==> config.mk <==
export PLATFORM = sky130hd
export DESIGN_NAME = ubc_break_match
export DESIGN_NICKNAME = d
export VERILOG_FILES = /design/src/rtl/ubc_pkg.sv /design/src/rtl/ubc_cyc_match.sv /design/src/rtl/ubc_break_match.sv
export SDC_FILE = /design/constraint.sdc
export NUM_CORES = 1
export LEC_CHECK = 0
export BUFFER_PORTS_ARGS = -buffer_cell sky130_fd_sc_hd__buf_2
export CORE_MARGIN = 3
export CORE_UTILIZATION = 54
export DETAILED_ROUTE_END_ITERATION = 16
export HOLD_SLACK_MARGIN = 0.1
export PLACE_DENSITY = 0.8
export SLEW_MARGIN = 25
export SYNTH_ARGS = -nofsm -noshare
export SYNTH_HDL_FRONTEND = slang
export SYNTH_SLANG_ARGS = --single-unit
==> constraint.sdc <==
create_clock -name clk_i -period 4.6 [get_ports clk_i]
set_input_delay 0.92 -clock clk_i [delete_from_list [all_inputs] [get_ports clk_i]]
set_output_delay 0.92 -clock clk_i [all_outputs]
set_load 0.005 [all_outputs]
==> src/rtl/ubc_pkg.sv <==
// Package with the register map, field layout and bus-cycle carrier of the break unit
package ubc_pkg;

	// Register indices; byte address is four times the index
	localparam logic [31:0] IDX_BRK_ADDR_A_HI = 32'hFFFFFF40;
	localparam logic [31:0] IDX_BRK_ADDR_A_LO = 32'hFFFFFF42;
	localparam logic [31:0] IDX_BRK_AMSK_A_HI = 32'hFFFFFF44;
	localparam logic [31:0] IDX_BRK_AMSK_A_LO = 32'hFFFFFF46;
	localparam logic [31:0] IDX_BRK_COND_A = 32'hFFFFFF48;
	localparam logic [31:0] IDX_BRK_ADDR_B_HI = 32'h0FFFFF60;
	localparam logic [31:0] IDX_BRK_ADDR_B_LO = 32'h0FFFFF62;
	localparam logic [31:0] IDX_BRK_AMSK_B_HI = 32'h0FFFFF64;
	localparam logic [31:0] IDX_BRK_AMSK_B_LO = 32'h0FFFFF66;
	localparam logic [31:0] IDX_BRK_COND_B = 32'h0FFFFF68;
	localparam logic [31:0] IDX_BRK_DATA_B_HI = 32'hFFFFFF70;
	localparam logic [31:0] IDX_BRK_DMSK_B_HI = 32'hFFFFFF74;
	localparam logic [31:0] IDX_BRK_STAT = 32'hFFFFFF80;
	localparam logic [31:0] IDX_BRK_IMSK = 32'hFFFFFF82;

	// Only the low index bits are decoded inside the block window
	localparam int IDX_DEC_W = 8;
	localparam int ADR_IDX_LSB = 2;

	// Cycle condition fields
	localparam int SRC_HI = 7;
	localparam int SRC_LO = 6;
	localparam int FD_HI = 5;
	localparam int FD_LO = 4;
	localparam int DIR_HI = 3;
	localparam int DIR_LO = 2;
	localparam int SZ_HI = 1;
	localparam int SZ_LO = 0;
	localparam int COND_W = 8;
	localparam logic [1:0] SEL_OFF = 2'h0;

	// Status and mask bits
	localparam int STAT_A = 0;
	localparam int STAT_B = 1;
	localparam int STAT_W = 2;

	localparam logic [15:0] REG_RST = 16'h0000;
	localparam logic [31:0] RD_ZERO = 32'h00000000;

	// One internal bus cycle as seen by the break unit
	typedef struct packed {
		logic valid;
		logic is_cpu;
		logic is_fetch;
		logic is_write;
		logic [1:0] size;
		logic [31:0] addr;
		logic [31:0] data;
	} ubc_cycle_t;

endpackage

==> src/rtl/ubc_cyc_match.sv <==
// Bus-cycle type comparator shared by both break channels
module ubc_cyc_match
	import ubc_pkg::*;
(
	// Condition and observed cycle
	input wire logic [15:0] cond_i,
	input wire ubc_cycle_t cyc_i,
	// Result
	output logic hit_o
);

	// Two-bit select: bit 0 picks the first kind, bit 1 the second, 00 none
	function automatic logic sel2(input logic [1:0] f, input logic first, input logic second);
		sel2 = (f[0] & first) | (f[1] & second);
	endfunction

	logic src_ok;
	logic fd_ok;
	logic dir_ok;
	logic sz_ok;

	// Each field gates the break on its own
	assign src_ok = sel2(cond_i[SRC_HI:SRC_LO], cyc_i.is_cpu, ~cyc_i.is_cpu);
	assign fd_ok = sel2(cond_i[FD_HI:FD_LO], cyc_i.is_fetch, ~cyc_i.is_fetch);
	assign dir_ok = sel2(cond_i[DIR_HI:DIR_LO], ~cyc_i.is_write, cyc_i.is_write);
	// Size 00 means any size; otherwise codes equal the cycle's size code
	assign sz_ok = (cond_i[SZ_HI:SZ_LO] == SEL_OFF) ||
		(cond_i[SZ_HI:SZ_LO] == cyc_i.size);

	assign hit_o = cyc_i.valid & src_ok & fd_ok & dir_ok & sz_ok;

endmodule

==> src/rtl/ubc_break_match.sv <==
// Break condition registers, match logic and interrupt for channels A and B
// How it works
// - Source field: off, CPU, peripheral, both
// - Fetch/data field: off, fetch, data, both
// - Direction field: off, read, write, both
// - Size field: any, byte, word, longword
// - B address high holds bits 31-16
// - B address low holds bits 15-0
// - B address mask bit set skips bit
// - B data high holds data bits 31-16
// - B registers read/write, reset to zero
// - A address split into two halves
// - B data mask bit set skips bit
module ubc_break_match
	import ubc_pkg::*;
(
	// Clock and reset
	input wire logic clk_i,
	input wire logic rst_i,
	// Wishbone slave
	input wire logic wb_cyc_i,
	input wire logic wb_stb_i,
	input wire logic wb_we_i,
	input wire logic [31:0] wb_adr_i,
	input wire logic [3:0] wb_sel_i,
	input wire logic [31:0] wb_dat_i,
	output logic [31:0] wb_dat_o,
	output logic wb_ack_o,
	// Observed internal bus cycle
	input wire ubc_cycle_t bus_cyc_i,
	// Break interrupt request
	output logic irq_o
);

	// Index decode of one register
	function automatic logic idx_is(input logic [31:0] adr, input logic [31:0] idx);
		idx_is = adr[ADR_IDX_LSB +: IDX_DEC_W] == idx[IDX_DEC_W-1:0];
	endfunction

	// Byte-lane write of a 16-bit register
	function automatic logic [15:0] wr16(input logic [15:0] old, input logic [31:0] d,
		input logic [3:0] sel);
		wr16 = {sel[1] ? d[15:8] : old[15:8], sel[0] ? d[7:0] : old[7:0]};
	endfunction

	logic [15:0] addr_a_hi_q;
	logic [15:0] addr_a_lo_q;
	logic [15:0] amsk_a_hi_q;
	logic [15:0] amsk_a_lo_q;
	logic [COND_W-1:0] cond_a_q;
	logic [15:0] addr_b_hi_q;
	logic [15:0] addr_b_lo_q;
	logic [15:0] amsk_b_hi_q;
	logic [15:0] amsk_b_lo_q;
	logic [COND_W-1:0] cond_b_q;
	logic [15:0] data_b_hi_q;
	logic [15:0] dmsk_b_hi_q;
	logic [STAT_W-1:0] stat_q;
	logic [STAT_W-1:0] imsk_q;
	logic ack_q;
	logic [31:0] rdat_q;
	logic match_a_q;
	logic match_b_q;

	logic req;
	logic wr_en;
	logic rd_stat;
	logic [31:0] rdat_d;
	logic [31:0] cmp_a;
	logic [31:0] msk_a;
	logic [31:0] cmp_b;
	logic [31:0] msk_b;
	logic type_a;
	logic type_b;
	logic addr_a_ok;
	logic addr_b_ok;
	logic data_b_ok;
	logic [15:0] cond_a_full;
	logic [15:0] cond_b_full;

	// A new request is taken only while no answer stands
	assign req = wb_cyc_i & wb_stb_i & ~ack_q;
	assign wr_en = req & wb_we_i;
	assign rd_stat = req & ~wb_we_i & idx_is(wb_adr_i, IDX_BRK_STAT);

	// Full comparison words built from the halves
	assign cmp_a = {addr_a_hi_q, addr_a_lo_q};
	assign msk_a = {amsk_a_hi_q, amsk_a_lo_q};
	assign cmp_b = {addr_b_hi_q, addr_b_lo_q};
	assign msk_b = {amsk_b_hi_q, amsk_b_lo_q};

	// Upper condition bits do not exist in storage
	assign cond_a_full = {8'h00, cond_a_q};
	assign cond_b_full = {8'h00, cond_b_q};

	// Cycle-type comparators for each channel
	ubc_cyc_match u_type_a (
		.cond_i(cond_a_full),
		.cyc_i(bus_cyc_i),
		.hit_o(type_a)
	);

	ubc_cyc_match u_type_b (
		.cond_i(cond_b_full),
		.cyc_i(bus_cyc_i),
		.hit_o(type_b)
	);

	// A set mask bit takes that bit out of the compare
	assign addr_a_ok = ((bus_cyc_i.addr ^ cmp_a) & ~msk_a) == RD_ZERO;
	assign addr_b_ok = ((bus_cyc_i.addr ^ cmp_b) & ~msk_b) == RD_ZERO;
	assign data_b_ok = ((bus_cyc_i.data[31:16] ^ data_b_hi_q) & ~dmsk_b_hi_q) ==
		REG_RST;

	// Registered match: one cycle after the bus cycle, all conditions at once
	always_ff @(posedge clk_i) begin
		if (rst_i) begin
			match_a_q <= 1'b0;
			match_b_q <= 1'b0;
		end else begin
			match_a_q <= type_a & addr_a_ok;
			match_b_q <= type_b & addr_b_ok & data_b_ok;
		end
	end

	// Channel A condition registers
	always_ff @(posedge clk_i) begin
		if (rst_i) begin
			addr_a_hi_q <= REG_RST;
			addr_a_lo_q <= REG_RST;
			amsk_a_hi_q <= REG_RST;
			amsk_a_lo_q <= REG_RST;
			cond_a_q <= REG_RST[COND_W-1:0];
		end else if (wr_en) begin
			if (idx_is(wb_adr_i, IDX_BRK_ADDR_A_HI)) begin
				addr_a_hi_q <= wr16(addr_a_hi_q, wb_dat_i, wb_sel_i);
			end
			if (idx_is(wb_adr_i, IDX_BRK_ADDR_A_LO)) begin
				addr_a_lo_q <= wr16(addr_a_lo_q, wb_dat_i, wb_sel_i);
			end
			if (idx_is(wb_adr_i, IDX_BRK_AMSK_A_HI)) begin
				amsk_a_hi_q <= wr16(amsk_a_hi_q, wb_dat_i, wb_sel_i);
			end
			if (idx_is(wb_adr_i, IDX_BRK_AMSK_A_LO)) begin
				amsk_a_lo_q <= wr16(amsk_a_lo_q, wb_dat_i, wb_sel_i);
			end
			// Only the low lane holds storage; high lane writes are dropped
			if (idx_is(wb_adr_i, IDX_BRK_COND_A) && wb_sel_i[0]) begin
				cond_a_q <= wb_dat_i[COND_W-1:0];
			end
		end
	end

	// Channel B condition registers
	always_ff @(posedge clk_i) begin
		if (rst_i) begin
			addr_b_hi_q <= REG_RST;
			addr_b_lo_q <= REG_RST;
			amsk_b_hi_q <= REG_RST;
			amsk_b_lo_q <= REG_RST;
			cond_b_q <= REG_RST[COND_W-1:0];
			data_b_hi_q <= REG_RST;
			dmsk_b_hi_q <= REG_RST;
		end else if (wr_en) begin
			if (idx_is(wb_adr_i, IDX_BRK_ADDR_B_HI)) begin
				addr_b_hi_q <= wr16(addr_b_hi_q, wb_dat_i, wb_sel_i);
			end
			if (idx_is(wb_adr_i, IDX_BRK_ADDR_B_LO)) begin
				addr_b_lo_q <= wr16(addr_b_lo_q, wb_dat_i, wb_sel_i);
			end
			if (idx_is(wb_adr_i, IDX_BRK_AMSK_B_HI)) begin
				amsk_b_hi_q <= wr16(amsk_b_hi_q, wb_dat_i, wb_sel_i);
			end
			if (idx_is(wb_adr_i, IDX_BRK_AMSK_B_LO)) begin
				amsk_b_lo_q <= wr16(amsk_b_lo_q, wb_dat_i, wb_sel_i);
			end
			if (idx_is(wb_adr_i, IDX_BRK_COND_B) && wb_sel_i[0]) begin
				cond_b_q <= wb_dat_i[COND_W-1:0];
			end
			if (idx_is(wb_adr_i, IDX_BRK_DATA_B_HI)) begin
				data_b_hi_q <= wr16(data_b_hi_q, wb_dat_i, wb_sel_i);
			end
			if (idx_is(wb_adr_i, IDX_BRK_DMSK_B_HI)) begin
				dmsk_b_hi_q <= wr16(dmsk_b_hi_q, wb_dat_i, wb_sel_i);
			end
		end
	end

	// Sticky status, cleared by a read; a match in the same cycle wins
	always_ff @(posedge clk_i) begin
		if (rst_i) begin
			stat_q <= '0;
		end else begin
			stat_q <= (rd_stat ? '0 : stat_q) | {match_b_q, match_a_q};
		end
	end

	// Interrupt mask register
	always_ff @(posedge clk_i) begin
		if (rst_i) begin
			imsk_q <= '0;
		end else if (wr_en && idx_is(wb_adr_i, IDX_BRK_IMSK) && wb_sel_i[0]) begin
			imsk_q <= wb_dat_i[STAT_W-1:0];
		end
	end

	// Level interrupt while any unmasked status bit stands
	assign irq_o = |(stat_q & imsk_q);

	// Read multiplexer; unmapped indices read zero
	always_comb begin
		rdat_d = RD_ZERO;
		if (idx_is(wb_adr_i, IDX_BRK_ADDR_A_HI)) rdat_d[15:0] = addr_a_hi_q;
		if (idx_is(wb_adr_i, IDX_BRK_ADDR_A_LO)) rdat_d[15:0] = addr_a_lo_q;
		if (idx_is(wb_adr_i, IDX_BRK_AMSK_A_HI)) rdat_d[15:0] = amsk_a_hi_q;
		if (idx_is(wb_adr_i, IDX_BRK_AMSK_A_LO)) rdat_d[15:0] = amsk_a_lo_q;
		if (idx_is(wb_adr_i, IDX_BRK_COND_A)) rdat_d[15:0] = cond_a_full;
		if (idx_is(wb_adr_i, IDX_BRK_ADDR_B_HI)) rdat_d[15:0] = addr_b_hi_q;
		if (idx_is(wb_adr_i, IDX_BRK_ADDR_B_LO)) rdat_d[15:0] = addr_b_lo_q;
		if (idx_is(wb_adr_i, IDX_BRK_AMSK_B_HI)) rdat_d[15:0] = amsk_b_hi_q;
		if (idx_is(wb_adr_i, IDX_BRK_AMSK_B_LO)) rdat_d[15:0] = amsk_b_lo_q;
		if (idx_is(wb_adr_i, IDX_BRK_COND_B)) rdat_d[15:0] = cond_b_full;
		if (idx_is(wb_adr_i, IDX_BRK_DATA_B_HI)) rdat_d[15:0] = data_b_hi_q;
		if (idx_is(wb_adr_i, IDX_BRK_DMSK_B_HI)) rdat_d[15:0] = dmsk_b_hi_q;
		if (idx_is(wb_adr_i, IDX_BRK_STAT)) rdat_d[STAT_W-1:0] = stat_q;
		if (idx_is(wb_adr_i, IDX_BRK_IMSK)) rdat_d[STAT_W-1:0] = imsk_q;
	end

	// Registered answer: one wait state, ack dropped after one cycle
	always_ff @(posedge clk_i) begin
		if (rst_i) begin
			ack_q <= 1'b0;
			rdat_q <= RD_ZERO;
		end else begin
			ack_q <= req;
			if (req) begin
				rdat_q <= wb_we_i ? RD_ZERO : rdat_d;
			end
		end
	end

	assign wb_ack_o = ack_q;
	assign wb_dat_o = rdat_q;
endmodule

==> qor.yml <==
setup_path:
  crit_end: "wb_dat_o[1]$_SDFFE_PP0P_"
  critPathLaunchType: "input pin"
  required_ns: 4.93
  critPathCaptureType: "flip-flop"
  crit_cells: 7
  worstSetupStartpoint: "wb_adr_i[4]"
  path_delay_family: "compound AO/OA/AOI/OAI gates"
  cp.arrival_ns: 3.43
  slowest_stage: "nor3_1"
  cpPeakStageDelay_ns: 0.84
  crit_type: "in2reg"
  reg2reg_slack_ns: 2.06
  reg2reg_depth: 5
  r2r_end: "amsk_b_hi_q[11]$_SDFFE_PP0P_"
  critical_path.max_fanout: 33
  path_cells: "buf_2 > buf_4 > nor3_1 > a211oi_1 > o22ai_1 > o21ba_1 > o311a_1"
  r2r_start: "wb_ack_o$_SDFF_PP0_"
  crit_buf_inv: 2
clock_tree:
  cts_resized: 0
  hold_buffers: 0
  clock_path_buffers: 2
  root_buffer: "clkbuf_16"
  cts_tree: "yes"
  cts_buffers: 17
  clock_latency_ns: 0.44
  cts_sinks: 199
  path_clk_slew_ns: 0.07
  post_cts_buffers: 0
  htree_levels: 4
place:
  placed_cell_area_sq_mm: 0.0113
  io_buffers: 102
  gp_congestion: 0.972
  place_ws_ns: 1.19
  dp.cells: 1530
  hpwl_um: 26100
synthesis:
  synth_ff_type: "dfxtp_1"
  async_flop_share_pct: 0
  syn_area_sq_mm: 0.0107
  synth_edf_count: 0
  synthXorXnorAreaFrac_pct: 6.52
  ys_seq_elements: 199
  syn_inst: 1242
  synth_seq_area_share_pct: 37.1
  synth_area_leaders: "dfxtp_1, mux2i_1, xnor2_1, nor2_1, a21oi_1"
  synth_top_area_share_pct: 37.1
  synth_top_family_by_area: "simple AND/OR/NAND/NOR gates"
  synthDistinctLibCells: 76
  synthTopCellsByCount: "dfxtp_1, nor2_1, mux2i_1"
  muxShareOfSynthArea_pct: 14.7
  synth_compound_area_share_pct: 17.1
  synthAdderAreaFrac_pct: 0
  syn_area_per_cell_sq_um: 8.65
  yosysWarnings: 0
  synth_top_area_cell: "dfxtp_1"
  synthSimpleGateAreaFrac_pct: 19.0
  post-synth-top-count-cell: "dfxtp_1"
sta:
  fin_ws_ns: 1.50
  finalHoldViolations: 0
  finalSetupTns_ns: 0
  finalCriticalPeriod_ns: 3.10
  slew_headroom_pct: 30.4
  clock-skew-final_ns: 0.00721
  setup_viol: 0
  fmax_mhz: 323
  slew_violations: 0
  worst-slew-pin-transition_ns: 1.04
  fin_crit_sh_pct: 67.4
  rsz0062_at_grt: "false"
cells_and_area:
  drive_above_1_share_pct: 15.3
  area_growth_syn_to_layout_pct: 10.6
  nFillCells: 1619
  antenna_cells: 0
  finalInstanceArea_sq_mm: 0.0119
  final_cells: 1562
  final_nets: 1432
routing:
  antenna_left: 0
  routedWlPerCell_um: 23.5
  drt_iter0_markers: 1640
  vias: 10200
  vias_per_cell: 6.53
  dr.pass1.iters: 9
  wl_um: 36700
  drc: 0
global_routing:
  grt_pass1_wl_um: 54700
  grt_usage_pct: 32.5
  grt_max_degree: 97
  grt_pass1_vias: 9338
  antenna_found_initial: 1
  grt.overflow.total: 0
min_path:
  min-delay-start: "match_b_q$_SDFF_PP0_"
  hp-class: "reg2reg"
floorplan:
  design.die.area_sq_mm: 0.0216
  num_rows: 50
  top_level_ports: 177
  initial_core_util_pct: 56.1
  coreArea_sq_mm: 0.0191
  die_w_um: 147
  die_y_um: 147
run:
  drv_cap: 0
power:
  power.leakage_nw: 4.95
  power_density_mw_per_mm2: 308
  max-vdd-ir-drop_uv: 243
run_status:
  status: "finished clean"
## worst min-delay path, stage by stage (launching register included)
cell	delay (ns)
dfxtp_1	0.31
a21oi_1	0.04
nor2_1	0.08
## state kept, by name (all words and copies together), names as in the netlist
name and count:
data_b_hi_q 16, amsk_a_lo_q 16, addr_b_hi_q 16, wb_dat_o 16
addr_a_lo_q 16, amsk_b_lo_q 16, amsk_a_hi_q 16, wb_ack_o 1
imsk_q 2, addr_a_hi_q 16, dmsk_b_hi_q 16, cond_a_q 8
amsk_b_hi_q 16, match_a_q 1, stat_q 2, addr_b_lo_q 16
cond_b_q 8, match_b_q 1
## placed cells by master, fill, tap and decap left out, types with 5 or more instances in the layout
| cell type | synthesis | routed |
|---|---|---|
| a32oi_1 | 5 | 5 |
| o21ai_0 | 51 | 51 |
| a21oi_1 | 89 | 89 |
| and2_1 | 5 | 5 |
| o21a_1 | 7 | 7 |
| a211oi_1 | 12 | 12 |
| mux2i_1 | 136 | 136 |
| mux4_2 | 7 | 7 |
| nand3_2 | 14 | 14 |
| buf_2 | 28 | 101 |
| nand2b_1 | 6 | 6 |
| xnor2_1 | 80 | 80 |
| conb_1 | 1 | 16 |
| nor2_1 | 156 | 156 |
| nand2_1 | 93 | 93 |
| buf_4 | 17 | 19 |
| o31a_1 | 6 | 6 |
| mux2_2 | 5 | 5 |
| nor2b_1 | 5 | 5 |
| o22ai_1 | 48 | 48 |
| clkbuf_16 | 0 | 17 |
| a22oi_1 | 19 | 19 |
| dfxtp_1 | 199 | 199 |
| nor3_1 | 8 | 8 |
| nand3_1 | 64 | 64 |
| o21ai_1 | 8 | 8 |
| or3_1 | 10 | 10 |
| a21o_1 | 8 | 8 |
## kinds of logic after synthesis
logic type	after synthesis
AOI/OAI and AO/OA	293
xor gates and xnor gates	80
and+or+nand+nor	406
buffers and inverters	115
DFF	199
muxes	148
other	1
## power breakdown
part	internal, W	switching [W]
Combinational	0.000109	0.000239
Sequential	0.00172	0.000000580
Clock	0.000901	0.000683
Total	0.00273	0.000922
## layer usage
metal  vias to the layer above  GRT usage (%)  wire [um]
met3                       152           8.14       4660
met2                       758           48.7      15900
li1                       4514              -          -
met1                      4781           44.3      14100
met4                         2           14.7       1960
met5                         -              0         11
## stage by stage
stage               hold slack (ns)  power, W  util (%)
floorplan                     0.413   0.00197         -
global placement              0.423   0.00209      58.8
detailed placement            0.435   0.00209      58.8
CTS                           0.452   0.00362      62.0
global route                  0.488   0.00373      62.0
finish                        0.454   0.00365      62.0
## worst min path at each step
| stage | end | slack [ns] | cells after the start |
|---|---|---|---|
| 6_report | stat_q[1]$_SDFF_PP0_ | 0.45 | 2 |
| 3_5_place_dp | stat_q[1]$_SDFF_PP0_ | 0.44 | 2 |
| 4_1_cts | stat_q[1]$_SDFF_PP0_ | 0.45 | 2 |
| 5_1_grt | stat_q[1]$_SDFF_PP0_ | 0.49 | 2 |
| 2_1_floorplan | stat_q[0]$_SDFF_PP0_ | 0.41 | 2 |
| 3_3_place_gp | stat_q[1]$_SDFF_PP0_ | 0.42 | 2 |
## layout make-up
type / instances / area (sq um) / area share [%]
Clock buffer: 21 / 470 / 3.96
Clock inverter: 11 / 146 / 1.23
Inverter: 5 / 18.8 / 0.158
Multi-Input combinational cell: 943 / 6230 / 52.5
Sequential cell: 199 / 3980 / 33.5
Tap cell: 260 / 325 / 2.74
Timing Repair Buffer: 123 / 699 / 5.89
Power figures use the tool's default switching activity.
